$ cat config.mk
export PLATFORM = sky130hd
export DESIGN_NAME = multifunction_pin_config
export DESIGN_NICKNAME = d
export VERILOG_FILES = /design/src/design/pin_mux_pkg.sv /design/src/design/multifunction_pin_config.sv
export SDC_FILE = /design/constraint.sdc
export NUM_CORES = 1
export LEC_CHECK = 0
export ABC_AREA = 0
export BUFFER_PORTS_ARGS = -buffer_cell sky130_fd_sc_hd__clkbuf_2
export CAP_MARGIN = 0
export CORE_ASPECT_RATIO = 1.4
export CORE_MARGIN = 8
export CORE_UTILIZATION = 35
export DETAILED_ROUTE_END_ITERATION = 7
export SYNTH_ARGS = -nofsm -noshare
export SYNTH_HDL_FRONTEND = slang
export SYNTH_SLANG_ARGS = --single-unit
export TNS_END_PERCENT = 5
$ cat constraint.sdc
create_clock -name ref_clk -period 2.2 [get_ports ref_clk]
set_input_delay 0.22 -clock ref_clk [delete_from_list [all_inputs] [get_ports ref_clk]]
set_output_delay 0.22 -clock ref_clk [all_outputs]
set_load 0.01 [all_outputs]
$ cat src/design/pin_mux_pkg.sv
// shared constants and types of the multifunction pin configuration block
package pin_mux_pkg;
    // ----------------------------------------------------------------
    // register map
    // ----------------------------------------------------------------
    localparam logic [7:0] PIN1_CONFIG_OFFSET = 8'h31;
    localparam logic [7:0] PIN2_CONFIG_OFFSET = 8'h32;
    localparam logic [7:0] PIN3_CONFIG_OFFSET = 8'h33;
    localparam logic [7:0] PIN4_CONFIG_OFFSET = 8'h34;
    localparam logic [7:0] PIN1_CONFIG_RESET = 8'h2A;
    localparam logic [7:0] PINX_CONFIG_RESET = 8'h0A;
    localparam logic [7:0] UNMAPPED_READ = 8'h00;
    localparam int NUM_PINS = 4;

    // ----------------------------------------------------------------
    // function select codes
    // ----------------------------------------------------------------
    localparam logic [2:0] FN_GENERAL = 3'h0;
    localparam logic [2:0] FN_ALT1 = 3'h1;
    localparam logic [2:0] FN_ALT2 = 3'h2;
    localparam logic [2:0] FN_ALT3 = 3'h3;
    localparam logic [2:0] FN_SLEEP1 = 3'h4;
    localparam logic [2:0] FN_SLEEP2 = 3'h5;
    localparam logic [2:0] FN_WAKE1 = 3'h6;
    localparam logic [2:0] FN_WAKE2 = 3'h7;

    // ----------------------------------------------------------------
    // timing
    // ----------------------------------------------------------------
    localparam int CLK_PERIOD_NS = 10;
    localparam int DEGLITCH_TIME_NS = 8000;
    localparam int DEGLITCH_CYCLES = (DEGLITCH_TIME_NS + CLK_PERIOD_NS - 1) / CLK_PERIOD_NS;
    localparam int DEGLITCH_CNT_W = 10;

    // one pin register, msb first: select 7:5, filter 4, pull 3, up 2, od 1, dir 0
    typedef struct packed {
        logic [2:0] pin_function_select;
        logic pin_filter_enable;
        logic pin_pull_enable;
        logic pin_pull_direction;
        logic pin_driver_type;
        logic pin_direction;
    } pin_cfg_t;

    // register access request
    typedef struct packed {
        logic wr;
        logic rd;
        logic [7:0] addr;
        logic [7:0] wdata;
    } reg_req_t;
endpackage : pin_mux_pkg

$ cat src/design/multifunction_pin_config.sv
// multifunction pin configuration registers, input filters and pin function muxing
//
// Function
// - pin 1 codes: general, driver enable, processor reset, power good outputs
// - pin 2 codes: general, second bus clock, spi chip select, watchdog trigger
// - pin 3 codes: general, second bus data, codes 2 and 3 spi data out
// - pin 4 codes: general, enable input, watchdog trigger, converter 1 monitor
// - codes 4 to 7 on any pin: sleep 1, sleep 2, wake 1, wake 2
// - filter bit 0 only synchronises; 1 needs 8 us stable input
// - bit 3 enables the pin pull resistor
// - bit 2 picks pull-down or pull-up, only while pull enabled
// - bit 1 picks push-pull or open-drain for outputs
// - bit 0 sets direction: 0 input, 1 output
// - pin 1 register resets to 0x2A
// - pin 2, 3, 4 registers reset to 0x0A
`timescale 1ns/1ns
module multifunction_pin_config #(
    parameter int DEGLITCH_CYCLES = pin_mux_pkg::DEGLITCH_CYCLES
) (
    // clock, reset, enable
    input wire logic ref_clk,
    input wire logic arst_n,
    input wire logic clk_en,
    // register access port
    input wire pin_mux_pkg::reg_req_t reg_req,
    output logic [7:0] reg_rdata_q,
    output logic reg_rvalid_q,
    // pins
    input wire logic [3:0] pin_in,
    output logic [3:0] pin_out_q,
    output logic [3:0] pin_oe_q,
    output logic [3:0] pull_up_en_q,
    output logic [3:0] pull_down_en_q,
    // device signals driven onto pins
    input wire logic [3:0] gpio_out_val,
    input wire logic driver_enable_out,
    input wire logic processor_reset_out,
    input wire logic power_good_out,
    input wire logic second_bus_clock_out,
    input wire logic second_bus_data_out,
    input wire logic serial_data_out,
    // device signals taken from pins
    output logic [3:0] gpio_in_q,
    output logic second_bus_clock_in_q,
    output logic second_bus_data_in_q,
    output logic spi_cs_in_q,
    output logic watchdog_trigger_in_q,
    output logic enable_in_q,
    output logic converter1_monitor_sel_q,
    output logic sleep_request_1_q,
    output logic sleep_request_2_q,
    output logic wake_request_1_q,
    output logic wake_request_2_q
);
    // ----------------------------------------------------------------
    // configuration registers
    // ----------------------------------------------------------------
    pin_mux_pkg::pin_cfg_t cfg_q [4];
    logic [3:0] filt_q;
    logic [1:0] reg_idx;
    logic reg_hit;

    // 0x31..0x34 map to index 0..3 by subtracting one from the low bits
    assign reg_hit = (reg_req.addr >= pin_mux_pkg::PIN1_CONFIG_OFFSET)
                  && (reg_req.addr <= pin_mux_pkg::PIN4_CONFIG_OFFSET);
    assign reg_idx = reg_req.addr[1:0] - 2'h1;

    // read port answers one cycle after the strobe; unmapped reads give zero
    always_ff @(posedge ref_clk or negedge arst_n)
    begin
        if (!arst_n)
        begin
            reg_rdata_q <= 8'h00;
            reg_rvalid_q <= 1'b0;
        end
        else if (clk_en)
        begin
            reg_rvalid_q <= reg_req.rd;
            if (reg_req.rd)
                reg_rdata_q <= reg_hit ? cfg_q[reg_idx] : pin_mux_pkg::UNMAPPED_READ;
        end
    end

    // ----------------------------------------------------------------
    // per-pin registers, synchronisers, filters and drivers
    // ----------------------------------------------------------------
    logic [3:0] drive_val;

    genvar gi;
    generate
        for (gi = 0; gi < pin_mux_pkg::NUM_PINS; gi++)
        begin : g_pin
            localparam logic [7:0] RST_VAL = (gi == 0) ? pin_mux_pkg::PIN1_CONFIG_RESET
                                                       : pin_mux_pkg::PINX_CONFIG_RESET;
            logic sync1_q;
            logic sync2_q;
            logic [pin_mux_pkg::DEGLITCH_CNT_W-1:0] cnt_q;
            logic differs;
            logic cnt_done;

            // reset value stands in for the non-volatile default load
            always_ff @(posedge ref_clk or negedge arst_n)
            begin
                if (!arst_n)
                    cfg_q[gi] <= pin_mux_pkg::pin_cfg_t'(RST_VAL);
                else if (clk_en && reg_req.wr && reg_hit && reg_idx == 2'(gi))
                    cfg_q[gi] <= pin_mux_pkg::pin_cfg_t'(reg_req.wdata);
            end

            // two-flop synchroniser; only sync2_q is looked at
            always_ff @(posedge ref_clk or negedge arst_n)
            begin
                if (!arst_n)
                begin
                    sync1_q <= 1'b0;
                    sync2_q <= 1'b0;
                end
                else if (clk_en)
                begin
                    sync1_q <= pin_in[gi];
                    sync2_q <= sync1_q;
                end
            end

            assign differs = sync2_q != filt_q[gi];
            assign cnt_done = cnt_q == pin_mux_pkg::DEGLITCH_CNT_W'(DEGLITCH_CYCLES - 1);

            // any bounce back to the old level restarts the stability count
            always_ff @(posedge ref_clk or negedge arst_n)
            begin
                if (!arst_n)
                begin
                    cnt_q <= '0;
                    filt_q[gi] <= 1'b0;
                end
                else if (clk_en)
                begin
                    if (!cfg_q[gi].pin_filter_enable || !differs)
                    begin
                        cnt_q <= '0;
                        filt_q[gi] <= sync2_q;
                    end
                    else if (cnt_done)
                    begin
                        cnt_q <= '0;
                        filt_q[gi] <= sync2_q;
                    end
                    else
                        cnt_q <= cnt_q + 1'b1;
                end
            end

            // open-drain only ever pulls low, so its data line stays zero
            always_ff @(posedge ref_clk or negedge arst_n)
            begin
                if (!arst_n)
                begin
                    pin_out_q[gi] <= 1'b0;
                    pin_oe_q[gi] <= 1'b0;
                    pull_up_en_q[gi] <= 1'b0;
                    pull_down_en_q[gi] <= 1'b0;
                end
                else if (clk_en)
                begin
                    pin_out_q[gi] <= !cfg_q[gi].pin_driver_type && drive_val[gi];
                    pin_oe_q[gi] <= cfg_q[gi].pin_direction
                                 && (!cfg_q[gi].pin_driver_type || !drive_val[gi]);
                    pull_up_en_q[gi] <= cfg_q[gi].pin_pull_enable
                                     && cfg_q[gi].pin_pull_direction;
                    pull_down_en_q[gi] <= cfg_q[gi].pin_pull_enable
                                       && !cfg_q[gi].pin_pull_direction;
                end
            end

            a_filter_wait: assert property (@(posedge ref_clk) disable iff (!arst_n)
                (clk_en && cfg_q[gi].pin_filter_enable && differs) |=>
                    (filt_q[gi] == $past(filt_q[gi])) || $past(cnt_done))
                else $error("filtered input changed before the stable time");
            a_pull_gating: assert property (@(posedge ref_clk) disable iff (!arst_n)
                (clk_en && !cfg_q[gi].pin_pull_enable) |=>
                    !pull_up_en_q[gi] && !pull_down_en_q[gi])
                else $error("pull resistor on while disabled");
            a_pull_side: assert property (@(posedge ref_clk) disable iff (!arst_n)
                (clk_en && cfg_q[gi].pin_pull_enable) |=>
                    pull_up_en_q[gi] == $past(cfg_q[gi].pin_pull_direction))
                else $error("pull direction wrong");
            a_od_low_only: assert property (@(posedge ref_clk) disable iff (!arst_n)
                (clk_en && cfg_q[gi].pin_driver_type) |=> !pin_out_q[gi])
                else $error("open-drain pin drives high");
            a_input_float: assert property (@(posedge ref_clk) disable iff (!arst_n)
                (clk_en && !cfg_q[gi].pin_direction) |=> !pin_oe_q[gi])
                else $error("input pin is driven");
        end
    endgenerate

    // ----------------------------------------------------------------
    // function muxing
    // ----------------------------------------------------------------
    logic [2:0] sel1;
    logic [2:0] sel2;
    logic [2:0] sel3;
    logic [2:0] sel4;
    assign sel1 = cfg_q[0].pin_function_select;
    assign sel2 = cfg_q[1].pin_function_select;
    assign sel3 = cfg_q[2].pin_function_select;
    assign sel4 = cfg_q[3].pin_function_select;

    // value each pin would drive; input-only functions fall back to zero
    assign drive_val[0] = (sel1 == pin_mux_pkg::FN_GENERAL) ? gpio_out_val[0]
                        : (sel1 == pin_mux_pkg::FN_ALT1) ? driver_enable_out
                        : (sel1 == pin_mux_pkg::FN_ALT2) ? processor_reset_out
                        : (sel1 == pin_mux_pkg::FN_ALT3) ? power_good_out : 1'b0;
    assign drive_val[1] = (sel2 == pin_mux_pkg::FN_GENERAL) ? gpio_out_val[1]
                        : (sel2 == pin_mux_pkg::FN_ALT1) ? second_bus_clock_out : 1'b0;
    assign drive_val[2] = (sel3 == pin_mux_pkg::FN_GENERAL) ? gpio_out_val[2]
                        : (sel3 == pin_mux_pkg::FN_ALT1) ? second_bus_data_out
                        : (sel3 == pin_mux_pkg::FN_ALT2 || sel3 == pin_mux_pkg::FN_ALT3)
                          ? serial_data_out : 1'b0;
    assign drive_val[3] = (sel4 == pin_mux_pkg::FN_GENERAL) ? gpio_out_val[3] : 1'b0;

    // lowest-numbered pin carrying the code wins; none selected reads zero
    function automatic logic pick_input(input logic [2:0] code,
                                        input logic [2:0] s0, input logic [2:0] s1,
                                        input logic [2:0] s2, input logic [2:0] s3,
                                        input logic [3:0] lvl);
        logic r;
        r = 1'b0;
        if (s0 == code) r = lvl[0];
        else if (s1 == code) r = lvl[1];
        else if (s2 == code) r = lvl[2];
        else if (s3 == code) r = lvl[3];
        return r;
    endfunction : pick_input

    logic wdog_d;
    assign wdog_d = ((sel2 == pin_mux_pkg::FN_ALT3) && filt_q[1])
                 || ((sel4 == pin_mux_pkg::FN_ALT2) && filt_q[3]);

    // core-facing inputs are registered so every output leaves a flop
    always_ff @(posedge ref_clk or negedge arst_n)
    begin
        if (!arst_n)
        begin
            gpio_in_q <= 4'h0;
            second_bus_clock_in_q <= 1'b0;
            second_bus_data_in_q <= 1'b0;
            spi_cs_in_q <= 1'b0;
            watchdog_trigger_in_q <= 1'b0;
            enable_in_q <= 1'b0;
            converter1_monitor_sel_q <= 1'b0;
            sleep_request_1_q <= 1'b0;
            sleep_request_2_q <= 1'b0;
            wake_request_1_q <= 1'b0;
            wake_request_2_q <= 1'b0;
        end
        else if (clk_en)
        begin
            gpio_in_q <= filt_q;
            second_bus_clock_in_q <= (sel2 == pin_mux_pkg::FN_ALT1) && filt_q[1];
            spi_cs_in_q <= (sel2 == pin_mux_pkg::FN_ALT2) && filt_q[1];
            second_bus_data_in_q <= (sel3 == pin_mux_pkg::FN_ALT1) && filt_q[2];
            enable_in_q <= (sel4 == pin_mux_pkg::FN_ALT1) && filt_q[3];
            watchdog_trigger_in_q <= wdog_d;
            converter1_monitor_sel_q <= sel4 == pin_mux_pkg::FN_ALT3;
            sleep_request_1_q <= pick_input(pin_mux_pkg::FN_SLEEP1, sel1, sel2, sel3, sel4,
                                            filt_q);
            sleep_request_2_q <= pick_input(pin_mux_pkg::FN_SLEEP2, sel1, sel2, sel3, sel4,
                                            filt_q);
            wake_request_1_q <= pick_input(pin_mux_pkg::FN_WAKE1, sel1, sel2, sel3, sel4,
                                           filt_q);
            wake_request_2_q <= pick_input(pin_mux_pkg::FN_WAKE2, sel1, sel2, sel3, sel4,
                                           filt_q);
        end
    end

    // ----------------------------------------------------------------
    // checks
    // ----------------------------------------------------------------
    a_pin1_reset_out: assert property (@(posedge ref_clk) disable iff (!arst_n)
        (clk_en && sel1 == pin_mux_pkg::FN_ALT2 && !cfg_q[0].pin_driver_type
         && cfg_q[0].pin_direction) |=>
            pin_oe_q[0] && pin_out_q[0] == $past(processor_reset_out))
        else $error("pin 1 does not carry processor reset");
    a_pin2_chip_sel: assert property (@(posedge ref_clk) disable iff (!arst_n)
        (clk_en && sel2 == pin_mux_pkg::FN_ALT2) |=> spi_cs_in_q == $past(filt_q[1]))
        else $error("pin 2 chip select not passed");
    a_pin3_data_out: assert property (@(posedge ref_clk) disable iff (!arst_n)
        (clk_en && sel3 == pin_mux_pkg::FN_ALT3 && !cfg_q[2].pin_driver_type) |=>
            pin_out_q[2] == $past(serial_data_out))
        else $error("pin 3 code 3 is not spi data out");
    a_pin4_monitor: assert property (@(posedge ref_clk) disable iff (!arst_n)
        clk_en |=> converter1_monitor_sel_q == ($past(sel4) == pin_mux_pkg::FN_ALT3))
        else $error("monitor select does not follow pin 4 code");
    a_sleep_pick: assert property (@(posedge ref_clk) disable iff (!arst_n)
        (clk_en && sel1 == pin_mux_pkg::FN_SLEEP1) |=>
            sleep_request_1_q == $past(filt_q[0]))
        else $error("sleep request 1 not taken from pin 1");
    a_sync_depth: assert property (@(posedge ref_clk) disable iff (!arst_n)
        (clk_en && !cfg_q[0].pin_filter_enable)[*4] |-> filt_q[0] == $past(pin_in[0], 3))
        else $error("unfiltered input path is not three flops deep");
endmodule : multifunction_pin_config

==> impl_summary.txt, run 1 <==
----------------------------------------------------
[Pwr]
  Post-layout power ... 5.70 mW
  Static leakage power ... 3.22 nW
  Peak VDD IR ... 0.312 mV
  Power density relative to cell area ... 780 nW/um2

[Yosys]
  FF+latch count, synth ... 123
  Gate count of the mapped netlist ... 538
  Seq/Total Area, Yosys ... 51.0%
  Ys Warns ... 0
  Synthesized area divided by synthesized cell count ... 11.3 um2
  Yosys cell types ... 58
  Total nets after synthesis ... 583
  FFs w/ async S/R, synth ... 100%
  Most numerous cell types in the synthesized netlist ... dfrtp_1 (114), mux2_2 (48), nand2_1 (35)
  Number of enable-type register cells in the synthesized netlist ... 0
  Post-synth top area share ... 47.1%
  Largest cells by area after synthesis ... dfrtp_1 (47%), mux2_2 (8.9%), dfstp_2 (3.9%), mux4_2 (3.3%), nand3_1 (2.5%)
  Top-count cell post-synth ... dfrtp_1
  Post-synth top area cell ... dfrtp_1
  Syn Std Cell Area ... 6060 um2
  Main flop type after synthesis ... dfrtp_1

[Clock network]
  Total number of clock tree sinks ... 123
  TritonCTS Buffers ... 17
  Number of instances resized during post-cts repair ... 0
  Total of hold buffers inserted after clock tree synthesis ... 1
  Clock Latency Late Sink ... 410 ps
  Maximum root-to-sink buffer count ... 2
  Clock root buffer master ... clkbuf_16
  Post-CTS repair timing setup buffer count ... 0
  Clock transition time at the flip-flop clock pins of the worst setup and hold paths ... 60 ps
  CTS tree ... done
  H-Tree Level Count ... 4

[Worst setup path]
  CP max stage delay ... 570 ps
  Setup crit end kind ... flop
  Crit Path Class ... reg -> reg
  Slowest cell on crit path ... or4_1
  Slack of the worst reg-to-reg path ... 220 ps
  Data required time at the worst endpoint ... 2490 ps
  Kind of launch point of the worst setup path ... flop
  Arrival @ worst endpoint ... 2270 ps
  Series of cell instances along the critical path ... ha_1 -> nand4_1 -> or4_1 -> a21oi_1 -> mux2_2
  Maximum fanout encountered on the critical timing path ... 5

[Floorplan]
  Io pins ... 74
  # rows ... 57
  Die Outline Area ... 21800 um2
  Chip height ... 172 um
  Die boundary width ... 127 um
  Initial cell density of the core ... 35.3%
  Floorplan core area ... 17200 um2

[GRT]
  Largest net degree at the start of global routing ... 64
  Initial antenna violation count ... 0
  Remaining global-route overflow ... 0
  First-pass GRT wire length ... 24800 um
  Number of global-route vias before repair ... 4792
  GRT Util Overall ... 14.5%

[Finish]
  Nets ... 658
  ANT cells ... 0
  Area occupied by multi-input gates ... 2740 um2
  Register area ... 3090 um2
  Final Non-Filler Cells ... 862
  Number of fill cells ... 1628
  Fraction of final layout cells sized beyond drive strength 1 ... 31.0%
  Layout overhead on the synthesized area ... 20.6%

[Timing]
  Smallest setup slack after layout ... 220 ps
  Clock skew ... 7.32 ps
  Actual transition at the worst max-transition pin ... 735 ps
  Number of endpoints with negative hold slack in the final report ... 0
  Final-report max-slew violation count ... 0
  Portion of the clock cycle consumed by the worst path in the final layout ... 90.0%
  Final Setup Violations ... 0
  Unrepaired setup endpoints after global routing ... false
  Max frequency ... 0.505 GHz
  Worst hold slack ... 44.3 ps
  Post-route minimum period ... 1980 ps
  Worst slew slack as a fraction of its limit ... 50.9%

[Outcome]
  Result of the run ... completed

[Drt]
  Number of violations reported at the end of detailed-routing iteration 0 ... 196
  Average detailed-routed wire length per instance ... 17.6 um
  Wirelength, routed ... 15100 um
  Vias post-DR ... 4454
  1st-pass router iterations ... 4
  Antenna violation net count after detailed routing ... 0
  Number of DRC violations after detailed routing ... 0
  Detailed-route vias per instance ... 5.17

[Place]
  RD Place Congestion ... 0.846
  Detailed placement HPWL ... 11100 um
  Placement Setup Slack ... -20.5 ps
  Total placed cells including tap cells ... 829
  Input/output buffers ... 73

[Min path]
  Worst min-delay path category ... in -> reg

[Run]
  Max Cap Viol ... 0

----------------------------------------------------
[routing by layer]
layer	track usage, %	share of wire (%)
met2	26.1	54
met5	0	0
met4	7.06	3.0
met3	2.82	2.8
met1	16.0	41
[sequential cells by signal (all words and copies together) (netlist names), 3 cells and up]
signal,cells
pull_up_en_q,4
filt_q,4
sel3,3
g_pin.cnt_q,40
sel1,3
g_pin.sync1_q,4
pin_oe_q,4
pull_down_en_q,4
g_pin.sync2_q,4
pin_out_q,4
sel4,3
sel2,3
reg_rdata_q,8
gpio_in_q,4
cfg_q,20
[stage by stage]
step | util, % | setup TNS (ps) | cell area [um2]
3_5_place_dp | 39.0 | -154 | 6700
2_1_floorplan | - | 0 | 6060
4_1_cts | 42.5 | 0 | 7310
3_3_place_gp | 39.0 | 0 | 6700
5_1_grt | 42.5 | 0 | 7310
6_report | 42.5 | 0 | 7310
[worst max-delay path: cells and delay by family, from the launching register on]
kind / cells / cell delay [ps]
AOI/OAI and AO/OA: 1 / 210
adders and majority gates: 1 / 240
DFF: 1 / 390
muxes: 1 / 360
and+or+nand+nor: 2 / 670
[final cells by class]
type | count | share of cell area, %
clock buffer | 18 | 6.01
clock inverter | 14 | 2.21
inverter | 27 | 1.39
multi-input combinational | 361 | 37.5
sequential | 123 | 42.2
tap | 236 | 4.04
timing repair buffer | 83 | 6.60
[final timing paths]
| path | startpoint | endpoint | cells past startpoint |
|---|---|---|---|
| max | g_pin[0].cnt_q[0]$_DFFE_PN0P_ | filt_q[0]$_DFFE_PN0P_ | 5 |
| min | pin_in[1] | g_pin[1].sync1_q$_DFFE_PN0P_ | 2 |
| max reg2reg | g_pin[0].cnt_q[0]$_DFFE_PN0P_ | filt_q[0]$_DFFE_PN0P_ | 5 |
| min reg2reg | pin_out_q[0]$_DFFE_PN0P_ | pin_out_q[0]$_DFFE_PN0P_ | 1 |
| max in group asynchronous | arst_n | sel1[0]$_DFFE_PN1P_ | 3 |
| min in group asynchronous | arst_n | gpio_in_q[3]$_DFFE_PN0P_ | 2 |
[cell families (layout without fill, tap and decap cells)]
logic type,after synthesis,count (layout),synth area share (%)
adders and majority gates,10,10,2.06
xor gates and xnor gates,24,24,3.47
DFF,123,123,51.0
muxes,64,64,13.4
buffers and inverters,54,142,3.78
AOI/OAI and AO/OA,87,87,10.4
and+or+nand+nor,176,176,15.9
[layout by cell type, fill, tap and decap left out, drive strengths merged, types with 5 or more instances in the layout]
| cell | n |
|---|---|
| a21oi | 18 |
| xnor2 | 14 |
| nor3 | 10 |
| dfrtp | 114 |
| ha | 10 |
| nand4 | 11 |
| and3 | 5 |
| mux2 | 48 |
| nand3 | 30 |
| o21ai | 23 |
| xor2 | 10 |
| nor2 | 29 |
| and2 | 6 |
| dfstp | 9 |
| buf | 11 |
| clkinv | 9 |
| mux2i | 7 |
| a32o | 11 |
| clkbuf | 89 |
| mux4 | 9 |
| inv | 30 |
| a31oi | 6 |
| o2bb2ai | 8 |
| nor2b | 9 |
| nand3b | 10 |
| nand2 | 37 |
[power by group]
group | switching, mW | internal (mW)
Combinational | 0.249 | 0.193
Clock | 1.09 | 1.72
Sequential | 0.0980 | 2.36
Total | 1.43 | 4.27
Note: power is estimated with default switching activity, not from simulation.
==> inputs of run 2 (changes only) <==
--- a/config.mk
+++ b/config.mk
@@ -8,7 +8,6 @@
 export ABC_AREA = 0
 export BUFFER_PORTS_ARGS = -buffer_cell sky130_fd_sc_hd__clkbuf_2
 export CAP_MARGIN = 0
-export CORE_ASPECT_RATIO = 1.4
 export CORE_MARGIN = 8
 export CORE_UTILIZATION = 35
 export DETAILED_ROUTE_END_ITERATION = 7
==> impl_summary.txt, run 2 (synthesis gave the netlist of run 1 again) <==
----------------------------------------------------
[Finish]
  Fraction of final layout cells sized beyond drive strength 1 ... 30.7% (-0.26 points)
  Area occupied by multi-input gates ... 2740 um2 (unchanged)
  Nets ... 660 (+0.30%)
  Register with the most flip-flops ... g_pin.cnt_q
  Most common cell after layout, fill and taps aside ... dfrtp_1
  Register area ... 3090 um2 (unchanged)
  Commonest cells after routing, fill and taps aside ... dfrtp_1 (114), clkbuf_2 (71), mux2_2 (48), nand2_1 (35), nand3_1 (30)
  Area of all placed cells without fillers ... 7270 um2 (-0.65%)
  Registers with the most flip-flops ... g_pin.cnt_q x40, cfg_q x20, reg_rdata_q x8
  Layout overhead on the synthesized area ... 19.9%
  Number of fill cells ... 1646 (+1.1%)
  Flip-flop count of the largest register, all copies and words added ... 40 (unchanged)

[Worst setup path]
  Crit Path Class ... reg -> reg
  FF-to-FF path depth ... 5 (unchanged)
  WP depth ... 5 (unchanged)
  R2r endpoint ... g_pin[0].cnt_q[6]$_DFFE_PN0P_
  Kind of launch point of the worst setup path ... flop
  Slack of the worst reg-to-reg path ... 180 ps (-40 ps)
  Data required time at the worst endpoint ... 2470 ps (-20 ps)
  Series of cell instances along the critical path ... ha_1 -> nand4_1 -> or4_1 -> a21oi_1 -> nor2_1
  Crit path buffers/inverters ... 0 (unchanged)
  Slowest cell on crit path ... or4_1
  Setup crit end kind ... flop
  Maximum fanout encountered on the critical timing path ... 6 (+1)
  Critical register-to-register path startpoint ... g_pin[0].cnt_q[0]$_DFFE_PN0P_
  Cell type group with the largest total delay on the critical path ... simple AND/OR/NAND/NOR gates
  Arrival @ worst endpoint ... 2290 ps (+20 ps)
  CP max stage delay ... 560 ps (about the same)

[Timing]
  Worst slew slack as a fraction of its limit ... 52.9% (+2.0 points)
  Final Setup Violations ... 0 (unchanged)
  Final-report max-slew violation count ... 0 (unchanged)
  Post-route minimum period ... 2020 ps (+39.4 ps)
  Number of endpoints with negative hold slack in the final report ... 0 (unchanged)
  Actual transition at the worst max-transition pin ... 706 ps (-28.6 ps)
  Portion of the clock cycle consumed by the worst path in the final layout ... 91.8% (+1.8 points)
  Setup TNS ... 0 ps (unchanged)
  Worst hold slack ... 39.7 ps (-4.60 ps)
  Unrepaired setup endpoints after global routing ... false
  Clock skew ... 7.92 ps (+0.600 ps)
  Max frequency ... 0.495 GHz (-2.0%)

[Pwr]
  Int Power ... 4.20 mW (-1.5%)
  Fraction of power consumed by sequential logic ... 44.3% (+1.3 points)
  Switching power summed over all nets ... 1.33 mW (-7.0%)
  Peak VDD IR ... 0.659 mV (+110%)
  Share of total power in the clock network ... 47.8% (-1.4 points)
  Power density relative to cell area ... 762 nW/um2 (-2.3%)
  Combinational fraction of design power ... 7.9% (+0.2 points)
  Sw Ratio ... 24.1% (-1.1 points)
  Static leakage power ... 3.20 nW (-0.64%)

[Clock network]
  Total number of clock tree sinks ... 123 (unchanged)
  Clock root buffer master ... clkbuf_16
  Clock Latency Late Sink ... 410 ps (about the same)
  Clock transition time at the flip-flop clock pins of the worst setup and hold paths ... 50 ps (about the same)
  CTS tree ... done
  TritonCTS Buffers ... 17 (unchanged)
  H-Tree Level Count ... 4 (unchanged)
  Maximum root-to-sink buffer count ... 2 (unchanged)
  Number of instances resized during post-cts repair ... 0 (unchanged)

[Floorplan]
  Io pins ... 74 (unchanged)
  Chip height ... 148 um (-14%)
  Die boundary width ... 148 um (+16%)
  Die Outline Area ... 21800 um2 (-0.27%)
  Floorplan core area ... 17100 um2 (-0.41%)
  # rows ... 48 (-16%)
  Initial cell density of the core ... 35.4% (+0.15 points)

[Place]
  Detailed placement HPWL ... 10800 um (-2.2%)
  Total placed instance area ... 6690 um2 (-0.17%)
  Input/output buffers ... 73 (unchanged)
  RD Place Congestion ... 0.828 (-2.0%)

[Min path]
  Min-Delay Path Depth ... 2 (unchanged)
  Worst min-delay path category ... in -> reg
  Hold Crit Start ... pin_in[3]
  Endpoint of the worst hold-timing path ... g_pin[3].sync1_q$_DFFE_PN0P_

[GRT]
  GRT Util Overall ... 14.5% (+0.053 points)
  First-pass GRT wire length ... 25300 um (+2.1%)
  Number of global-route vias before repair ... 4898 (+2.2%)
  Largest net degree at the start of global routing ... 48 (-25%)
  Initial antenna violation count ... 1 (+1)
  Remaining global-route overflow ... 0 (unchanged)

[Drt]
  Average detailed-routed wire length per instance ... 17.7 um (+0.81%)
  Number of violations reported at the end of detailed-routing iteration 0 ... 292 (+49%)
  Number of DRC violations after detailed routing ... 0 (unchanged)
  Detailed-route vias per instance ... 5.34 (+3.4%)
  1st-pass router iterations ... 4 (unchanged)
  Wirelength, routed ... 15100 um (-0.13%)
  Antenna violation net count after detailed routing ... 0 (unchanged)
  Vias post-DR ... 4561 (+2.4%)

[Run]
  Max Cap Viol ... 0 (unchanged)

[Outcome]
  Result of the run ... completed

----------------------------------------------------
-- run 2: what timing repair did --
action                    4_1_cts  5_1_grt
buffers inserted                0        0
hold endpoints to repair       45        0
hold buffers                    1        0
-- run 2: metal layers --
metal / vias to the layer above / wire, um / track usage, %
met5: - / 0 / 0
met1: 2292 / 6620 / 17.6
li1: 2118 / - / -
met3: 25 / 641 / 3.79
met2: 126 / 7610 / 23.9
met4: 0 / 243 / 6.78
-- run 2: worst max path at each step --
| stage | start | endpoint | slack [ps] |
|---|---|---|---|
| 3_3_place_gp | reg_req[15] | sel3[2]$_DFFE_PN0P_ | 90 |
| 5_1_grt | g_pin[0].cnt_q[0]$_DFFE_PN0P_ | g_pin[0].cnt_q[5]$_DFFE_PN0P_ | 7 |
| 3_5_place_dp | reg_req[9] | sel3[2]$_DFFE_PN0P_ | 10 |
| 6_report | g_pin[0].cnt_q[0]$_DFFE_PN0P_ | g_pin[0].cnt_q[6]$_DFFE_PN0P_ | 180 |
| 4_1_cts | g_pin[0].cnt_q[0]$_DFFE_PN0P_ | g_pin[0].cnt_q[6]$_DFFE_PN0P_ | 200 |
| 2_1_floorplan | reg_req[8] | reg_rdata_q[4]$_DFFE_PN0P_ | 140 |
-- run 2: worst reg2reg max path: cells and delay by family (launching register included) --
family,cells,cell delay [ps]
adder cells (fa/ha/maj),1,240
flip-flops,1,380
AO/OA/AOI/OAI,1,490
AND/OR/NAND/NOR,3,780
-- run 2: layout make-up --
type / count / area share (%)
clock inverter: 12 / 1.72
clock buffer: 20 / 6.01
inverter: 27 / 1.39
timing repair buffer: 85 / 6.68
tap: 225 / 3.87
antenna: 1 / 0.0344
multi-input combinational: 361 / 37.8
sequential: 123 / 42.5
-- run 2: power groups by stage --
stage	logic [mW]	clock network (mW)	registers [mW]
6_report	0.438	2.65	2.45
5_1_grt	0.490	2.81	2.46
4_1_cts	0.449	2.71	2.45
3_5_place_dp	0.444	0	2.49
3_3_place_gp	0.433	0	2.49
2_1_floorplan	0.243	0	2.47
-- run 2: metrics by stage --
| stage | total power, mW | worst slack (ps) | instances | utilization, % |
|---|---|---|---|---|
| after CTS | 5.61 | 202 | 853 | 42.4 |
| after global placement | 2.92 | 93.2 | 820 | 39.1 |
| final | 5.54 | 181 | 854 | 42.4 |
| after detailed placement | 2.94 | 12.0 | 820 | 39.1 |
| after global routing | 5.76 | 7.30 | 854 | 42.4 |
| after floorplan | 2.71 | 140 | 538 | - |
